**src/npr_pkg.sv**
```systemverilog
`default_nettype none
package npr_pkg;
  localparam int ADDR_W = 15;
  localparam int DATA_W = 8;
  localparam int NUM_PRESETS = 4;
  // Preset bank window in the serial address space
  localparam logic [14:0] BANK_BASE = 15'h220;
  localparam logic [14:0] BANK_SPAN = 15'h040;
  localparam int CHAN_BIT = 5;
  localparam int PRESET_LSB = 3;
  localparam int PHASE_BIT = 2;
  localparam logic [14:0] OFS_FREQ_CHAN_A_PRESET3 = 15'h238;
  localparam logic [14:0] OFS_PHASE_CHAN_A_PRESET3 = 15'h23C;
  localparam logic [14:0] OFS_FREQ_CHAN_B_PRESET0 = 15'h240;
  localparam logic [14:0] OFS_PHASE_CHAN_B_PRESET0 = 15'h244;
  localparam logic [14:0] OFS_FREQ_CHAN_B_PRESET1 = 15'h248;
  localparam logic [14:0] OFS_PHASE_CHAN_B_PRESET1 = 15'h24C;
  localparam logic [14:0] OFS_FREQ_CHAN_B_PRESET2 = 15'h250;
  localparam logic [14:0] OFS_PHASE_CHAN_A_PRESET2 = 15'h234;
  localparam logic [31:0] FREQ_RESET = 32'hC0000000;
  localparam logic [15:0] PHASE_RESET = 16'h0000;
  localparam logic [15:0] PHASE_PAD = 16'h0000;
  localparam logic [7:0] RDATA_NONE = 8'h00;
  // Serial frame: R/W bit, 15 address bits, 8 data bits
  localparam logic [4:0] HDR_LAST = 5'h0F;
  localparam logic [4:0] DATA_FIRST = 5'h10;
  localparam logic [4:0] FRAME_LAST = 5'h17;
  localparam logic [4:0] FRAME_BITS = 5'h18;
endpackage : npr_pkg
`default_nettype wire

```
**src/npr_reg_if.sv**
```systemverilog
`timescale 1ns/1ps
`default_nettype none
interface npr_reg_if;
  logic wrStb;
  logic [14:0] addr;
  logic [7:0] wdata;
  logic [7:0] rdata;
  modport port (output wrStb, output addr, output wdata, input rdata);
  modport bank (input wrStb, input addr, input wdata, output rdata);
endinterface : npr_reg_if
`default_nettype wire

```
**src/npr_nco_preset_bank.sv**
```systemverilog
// Function
// - Channel A: four 32-bit read/write frequency words, reset 0xC0000000.
// - Channel A: each preset has a 16-bit read/write phase word, reset 0.
// - Channel B: four independent 32-bit frequency words, reset 0xC0000000.
// - Channel B: each preset has a 16-bit read/write phase word, reset 0.
// - In interleaved mode channel B words never reach the oscillator.
// - Phase word is left-justified into 32 bits for the accumulator.
// - Frequency word passes unchanged; signed or unsigned both valid.
`timescale 1ns/1ps
`default_nettype none
module npr_nco_preset_bank #(
  parameter int NUM_PRESETS = npr_pkg::NUM_PRESETS
) (
  // Clock and reset
  input wire logic clk,
  input wire logic reset,
  // Serial control port
  input wire logic csN,
  input wire logic sclk,
  input wire logic sdi,
  output logic sdo,
  output logic sdoOe,
  // Converter mode
  input wire logic desMode,
  // Oscillator datapath
  output logic [NUM_PRESETS-1:0][31:0] freqWordA,
  output logic [NUM_PRESETS-1:0][31:0] phaseOffsetA,
  output logic [NUM_PRESETS-1:0][31:0] freqWordB,
  output logic [NUM_PRESETS-1:0][31:0] phaseOffsetB
);
  npr_reg_if regIf ();

  npr_serial_port u_port (
    .clk(clk),
    .reset(reset),
    .csN(csN),
    .sclk(sclk),
    .sdi(sdi),
    .sdo(sdo),
    .sdoOe(sdoOe),
    .regIf(regIf)
  );

  function automatic logic [14:0] bankOffset(input logic [14:0] a);
    return a - npr_pkg::BANK_BASE;
  endfunction : bankOffset

  logic [1:0][NUM_PRESETS-1:0][31:0] freq_ff;
  logic [1:0][NUM_PRESETS-1:0][15:0] phase_ff;
  logic [NUM_PRESETS-1:0][31:0] freqA_ff;
  logic [NUM_PRESETS-1:0][31:0] phaseA_ff;
  logic [NUM_PRESETS-1:0][31:0] freqB_ff;
  logic [NUM_PRESETS-1:0][31:0] phaseB_ff;

  // Address decode
  wire [14:0] offs = bankOffset(regIf.addr);
  wire inBank = (regIf.addr >= npr_pkg::BANK_BASE) &&
                (offs < npr_pkg::BANK_SPAN);
  wire selChan = offs[npr_pkg::CHAN_BIT];
  wire [1:0] selPreset = offs[npr_pkg::PRESET_LSB +: 2];
  wire selPhase = offs[npr_pkg::PHASE_BIT];
  wire [1:0] selByte = offs[1:0];
  // Phase words hold two bytes; the upper two lanes read as zero
  wire hit = inBank & (~selPhase | ~selByte[1]);
  wire wrFreqHit = regIf.wrStb & hit & ~selPhase;
  wire wrPhaseHit = regIf.wrStb & hit & selPhase;

  // Read path
  wire [31:0] rdWord = selPhase ?
    {npr_pkg::PHASE_PAD, phase_ff[selChan][selPreset]} :
    freq_ff[selChan][selPreset];
  wire [7:0] rdByte = rdWord[8*selByte +: 8];
  assign regIf.rdata = hit ? rdByte : npr_pkg::RDATA_NONE;

  for (genvar c = 0; c < 2; c++)
  begin : g_chan
    for (genvar p = 0; p < NUM_PRESETS; p++)
    begin : g_preset
      wire selThis = (selChan == c) && (selPreset == p);
      always_ff @(posedge clk or posedge reset)
      begin
        if (reset)
        begin
          freq_ff[c][p] <= npr_pkg::FREQ_RESET;
          phase_ff[c][p] <= npr_pkg::PHASE_RESET;
        end
        else
        begin
          if (wrFreqHit && selThis)
            freq_ff[c][p][8*selByte +: 8] <= regIf.wdata;
          if (wrPhaseHit && selThis)
            phase_ff[c][p][8*selByte[0] +: 8] <= regIf.wdata;
        end
      end
    end
  end

  // Datapath words; channel B follows channel A in interleaved mode
  for (genvar p = 0; p < NUM_PRESETS; p++)
  begin : g_out
    wire [31:0] srcFreqB = desMode ? freq_ff[0][p] : freq_ff[1][p];
    wire [15:0] srcPhaseB = desMode ? phase_ff[0][p] : phase_ff[1][p];
    always_ff @(posedge clk or posedge reset)
    begin
      if (reset)
      begin
        freqA_ff[p] <= npr_pkg::FREQ_RESET;
        phaseA_ff[p] <= {npr_pkg::PHASE_RESET, npr_pkg::PHASE_PAD};
        freqB_ff[p] <= npr_pkg::FREQ_RESET;
        phaseB_ff[p] <= {npr_pkg::PHASE_RESET, npr_pkg::PHASE_PAD};
      end
      else
      begin
        freqA_ff[p] <= freq_ff[0][p];
        phaseA_ff[p] <= {phase_ff[0][p], npr_pkg::PHASE_PAD};
        freqB_ff[p] <= srcFreqB;
        phaseB_ff[p] <= {srcPhaseB, npr_pkg::PHASE_PAD};
      end
    end
  end

  assign freqWordA = freqA_ff;
  assign phaseOffsetA = phaseA_ff;
  assign freqWordB = freqB_ff;
  assign phaseOffsetB = phaseB_ff;
endmodule : npr_nco_preset_bank
`default_nettype wire

```
**src/npr_serial_port.sv**
```systemverilog
`timescale 1ns/1ps
`default_nettype none
module npr_serial_port (
  // Clock and reset
  input wire logic clk,
  input wire logic reset,
  // Serial control pins
  input wire logic csN,
  input wire logic sclk,
  input wire logic sdi,
  output logic sdo,
  output logic sdoOe,
  // Register access
  npr_reg_if.port regIf
);
  logic sclkPrev_ff;
  logic [4:0] bitCnt_ff;
  logic [15:0] shiftIn_ff;
  logic isRead_ff;
  logic loadPend_ff;
  logic [14:0] addr_ff;
  logic [7:0] wdata_ff;
  logic wrStb_ff;
  logic [7:0] rdShift_ff;
  logic sdo_ff;
  logic sdoOe_ff;

  wire sclkRise = ~csN & sclk & ~sclkPrev_ff;
  wire sclkFall = ~csN & ~sclk & sclkPrev_ff;
  wire shiftOn = sclkRise & (bitCnt_ff != npr_pkg::FRAME_BITS);
  wire hdrDone = shiftOn & (bitCnt_ff == npr_pkg::HDR_LAST);
  wire wrDone = shiftOn & (bitCnt_ff == npr_pkg::FRAME_LAST) & ~isRead_ff;
  wire rdOut = sclkFall & isRead_ff & (bitCnt_ff >= npr_pkg::DATA_FIRST);

  always_ff @(posedge clk or posedge reset)
  begin
    if (reset)
    begin
      sclkPrev_ff <= 1'b0;
      bitCnt_ff <= 5'h00;
      shiftIn_ff <= 16'h0000;
      isRead_ff <= 1'b0;
      loadPend_ff <= 1'b0;
      addr_ff <= 15'h0000;
      wdata_ff <= 8'h00;
      wrStb_ff <= 1'b0;
      rdShift_ff <= 8'h00;
      sdo_ff <= 1'b0;
      sdoOe_ff <= 1'b0;
    end
    else
    begin
      sclkPrev_ff <= sclk;
      wrStb_ff <= wrDone;
      loadPend_ff <= hdrDone & shiftIn_ff[14];
      if (csN)
      begin
        bitCnt_ff <= 5'h00;
        sdoOe_ff <= 1'b0;
      end
      else if (shiftOn)
      begin
        shiftIn_ff <= {shiftIn_ff[14:0], sdi};
        bitCnt_ff <= bitCnt_ff + 5'h01;
      end
      if (hdrDone)
      begin
        isRead_ff <= shiftIn_ff[14];
        addr_ff <= {shiftIn_ff[13:0], sdi};
      end
      if (wrDone)
        wdata_ff <= {shiftIn_ff[6:0], sdi};
      if (loadPend_ff)
        rdShift_ff <= regIf.rdata;
      else if (rdOut)
        rdShift_ff <= {rdShift_ff[6:0], 1'b0};
      if (rdOut)
      begin
        sdo_ff <= rdShift_ff[7];
        sdoOe_ff <= 1'b1;
      end
    end
  end

  assign regIf.wrStb = wrStb_ff;
  assign regIf.addr = addr_ff;
  assign regIf.wdata = wdata_ff;
  assign sdo = sdo_ff;
  assign sdoOe = sdoOe_ff;
endmodule : npr_serial_port
`default_nettype wire

```
**config.mk**
```make
export PLATFORM = sky130hd
export DESIGN_NAME = npr_nco_preset_bank
export DESIGN_NICKNAME = d
export VERILOG_FILES = /design/src/npr_pkg.sv /design/src/npr_reg_if.sv /design/src/npr_nco_preset_bank.sv /design/src/npr_serial_port.sv
export SDC_FILE = /design/constraint.sdc
export NUM_CORES = 2
export LEC_CHECK = 0
export ABC_AREA = 0
export BUFFER_PORTS_ARGS = -buffer_cell sky130_fd_sc_hd__buf_2
export CAP_MARGIN = 15
export CORE_MARGIN = 2
export CORE_UTILIZATION = 57
export CTS_CLUSTER_SIZE = 24
export DETAILED_ROUTE_END_ITERATION = 6
export GPL_TIMING_DRIVEN = 0
export HOLD_SLACK_MARGIN = 0.06
export PLACE_DENSITY_LB_ADDON = 0.05
export SYNTH_ARGS = -nofsm -noshare
export SYNTH_HDL_FRONTEND = slang
export SYNTH_HIERARCHICAL = 1
export SYNTH_SLANG_ARGS = --single-unit
```
**constraint.sdc**
```tcl
create_clock -name clk -period 32 [get_ports clk]
set_input_delay 6.4 -clock clk [delete_from_list [all_inputs] [get_ports clk]]
set_output_delay 6.4 -clock clk [all_outputs]
set_load 0.1 [all_outputs]
```
==> impl_metrics.tcl <==
set metrics [dict create \
    outcome "completed" \
    leakagePower_uw 0.0208 \
    drt_iter0_markers 2825 \
    synth_flop_cell "dfrtp_1" \
    syn2layout_area_growth_pct 19.3 \
    cts_max_level 3 \
    multi_input_area_sq_um 11900 \
    setup_slack_ns 23.76 \
    timing.rr.end "u_port/rdShift_ff[7]" \
    synth_cell_type_count 78 \
    vdd_drop_max_mv 0.0508 \
    fin_area_sq_um 40500 \
    finalSetupViolations 0 \
    relSlewSlack_pct 12.7 \
    overflow 0 \
    critPathArrivalTime_ns 8.76 \
    first_pass_iters 6 \
    final_common_cell "dfrtp_1" \
    path_class "input port to flip-flop" \
    final-hold-violation-count 0 \
    numPortBuffers 390 \
    worstHoldEndpoint "freqWordA[126]" \
    critPathRequiredTime_ns 32.52 \
    dp_hpwl_um 81400 \
    rrSetupSlack_ns 26.92 \
    routed_wl_um 116000 \
    min_period_over_period_pct 25.8 \
    critPathCaptureType "flip-flop" \
    antenna_found_initial 2 \
    initial_utilization_pct 57.6 \
    syn_inst 2530 \
    mostFrequentLayoutCells "dfrtp_1, buf_2, nand2_1" \
    die_h_um 248 \
    synthArstFlopShare_pct 100 \
    vias 24171 \
    grt_usage_pct 37.8 \
    numCtsBuffers 83 \
    cts.clk_slew.worst_paths_ns 0.06 \
    ys_warn_count 6 \
    drc 0 \
    pwr_density_cell_nw_per_um2 54.4 \
    fin_crit_ns 8.24 \
    post_cts_resize_count 0 \
    start_kind "input port" \
    synth_area_per_cell_sq_um 13.4 \
    cp-startpoint "desMode" \
    r2r-start "u_port/regIf.addr[5]" \
    core_sq_um 59000 \
    hp-start "freq_ff[126]" \
    drive_above_1_share_pct 38.9 \
    max_freq_ghz 0.121 \
    cts_tree "yes" \
    drt-wirelength-per-cell_um 29.0 \
    drv_cap 0 \
    die_w_um 248 \
    grt_pass1_wl_um 166000 \
    place_area_sq_um 37600 \
    final_util_pct 68.7 \
    whs_path_depth 0 \
    finalPower_uw 2200 \
    tightest_slew_ns 1.31 \
    grt_max_degree 137 \
    nets 3158 \
    rsz0062_at_grt "false" \
    ys_ff_latch 825 \
    slew_violations 0 \
    via_per_inst 6.06 \
    path_max_fanout 10 \
    clk_path_buf_depth 3 \
    finalSetupTns_ns 0 \
    pre_cts_ws_ns 23.20 \
    fillers 4331 \
    hold_buffers 0 \
    synth_edf_count 0 \
    holdCritPathClass "flip-flop to flip-flop" \
    clock_skew_ns 0.0189 \
    final_antenna_net_count 0 \
    seq_area_frac_synth_pct 60.9 \
    post_cts_buffers 0 \
    rr_worst_depth 11 \
    grt_pass1_vias 23896 \
    clock-sinks 825 \
    syn-cell-area_sq_um 34000 \
    rows 89 \
    pin_count 520 \
    place.gp.congestion 0.958 \
    seq_area_sq_um 20700 \
    insertion_delay_ns 0.67 \
    cts_root_buffer "clkbuf_16" \
    die_area_sq_um 61600 \
]
sequential cells by signal, summed over array words and instances (netlist names), 5 cells and up:
register,cells
freqWordA,128
freqWordB,128
freq_ff,256
phaseOffsetA,64
phaseOffsetB,64
phase_ff,128
u_port/bitCnt_ff,5
u_port/rdShift_ff,8
u_port/regIf.addr,15
u_port/regIf.wdata,8
u_port/shiftIn_ff,15
cell usage after synthesis (all sizes together), types with 18 or more instances:
| cell | count | area share [%] |
|---|---|---|
| mux2i | 34 | 1.0 |
| o221ai | 30 | 0.77 |
| dfstp | 32 | 2.5 |
| o21ai | 286 | 4.2 |
| dfrtp | 793 | 58 |
| a21oi | 31 | 0.46 |
| clkbuf | 65 | 0.78 |
| a221oi | 18 | 0.46 |
| o22ai | 49 | 0.90 |
| nand2 | 338 | 4.5 |
| nand3 | 38 | 1.3 |
| nor2 | 32 | 0.42 |
| inv | 21 | 0.23 |
| buf | 187 | 4.2 |
| mux2 | 406 | 15 |
metrics by stage:
stage               instances  hold WS [ns]
floorplan                2657         0.364
global placement         3820         0.377
detailed placement       3832         0.376
CTS                      3985         0.386
global route             3985         0.390
finish                   3987         0.380
per-layer routing:
layer | vias to the layer above | track usage (%) | wire length (um)
met5 | - | 0 | 0
met4 | 0 | 18.2 | 6000
met3 | 357 | 10.6 | 12000
met2 | 1548 | 56.5 | 52700
met1 | 12339 | 51.4 | 44900
li1 | 9927 | - | -
power breakdown:
group          leakage [uW]  internal (uW)  total (uW)  switching (uW)
clock               0.00140            605        1030             425
sequential           0.0114           1050        1050            5.29
combinational       0.00801           22.1         121            99.2
total                0.0208           1680        2200             530
worst max-delay path: stages:
cell and delay (ns):
clkbuf_1 0.30, clkbuf_1 0.74, clkbuf_1 0.83, mux2_2 0.47
worst max-delay path by stage:
stage | to | slack, ns
2_1_floorplan | freqWordA[0] | 4.09
3_3_place_gp | freqWordA[3] | -2.36
3_5_place_dp | freqWordB[124] | 23.20
4_1_cts | freqWordB[124] | 23.84
5_1_grt | freqWordB[124] | 23.78
6_report | freqWordB[124] | 23.76
area by class of cell:
class,instances,share of cell area [%]
Clock buffer,113,5.85
Tap cell,773,2.39
Multi-Input combinational cell,1550,29.3
Timing Repair Buffer,402,5.43
Antenna cell,2,0.0123
Sequential cell,825,51.0
Inverter,21,0.213
Buffer,261,4.44
Clock inverter,40,1.32
cells by family after synthesis:
kind of cell             synth area share, %
AO/OA/AOI/OAI                           8.50
adder cells (fa/ha/maj)                0.295
buffers and inverters                   5.53
flip-flops                              60.9
multiplexers                            16.9
other                                 0.0110
AND/OR/NAND/NOR                         7.84
Power figures use the tool's default switching activity.
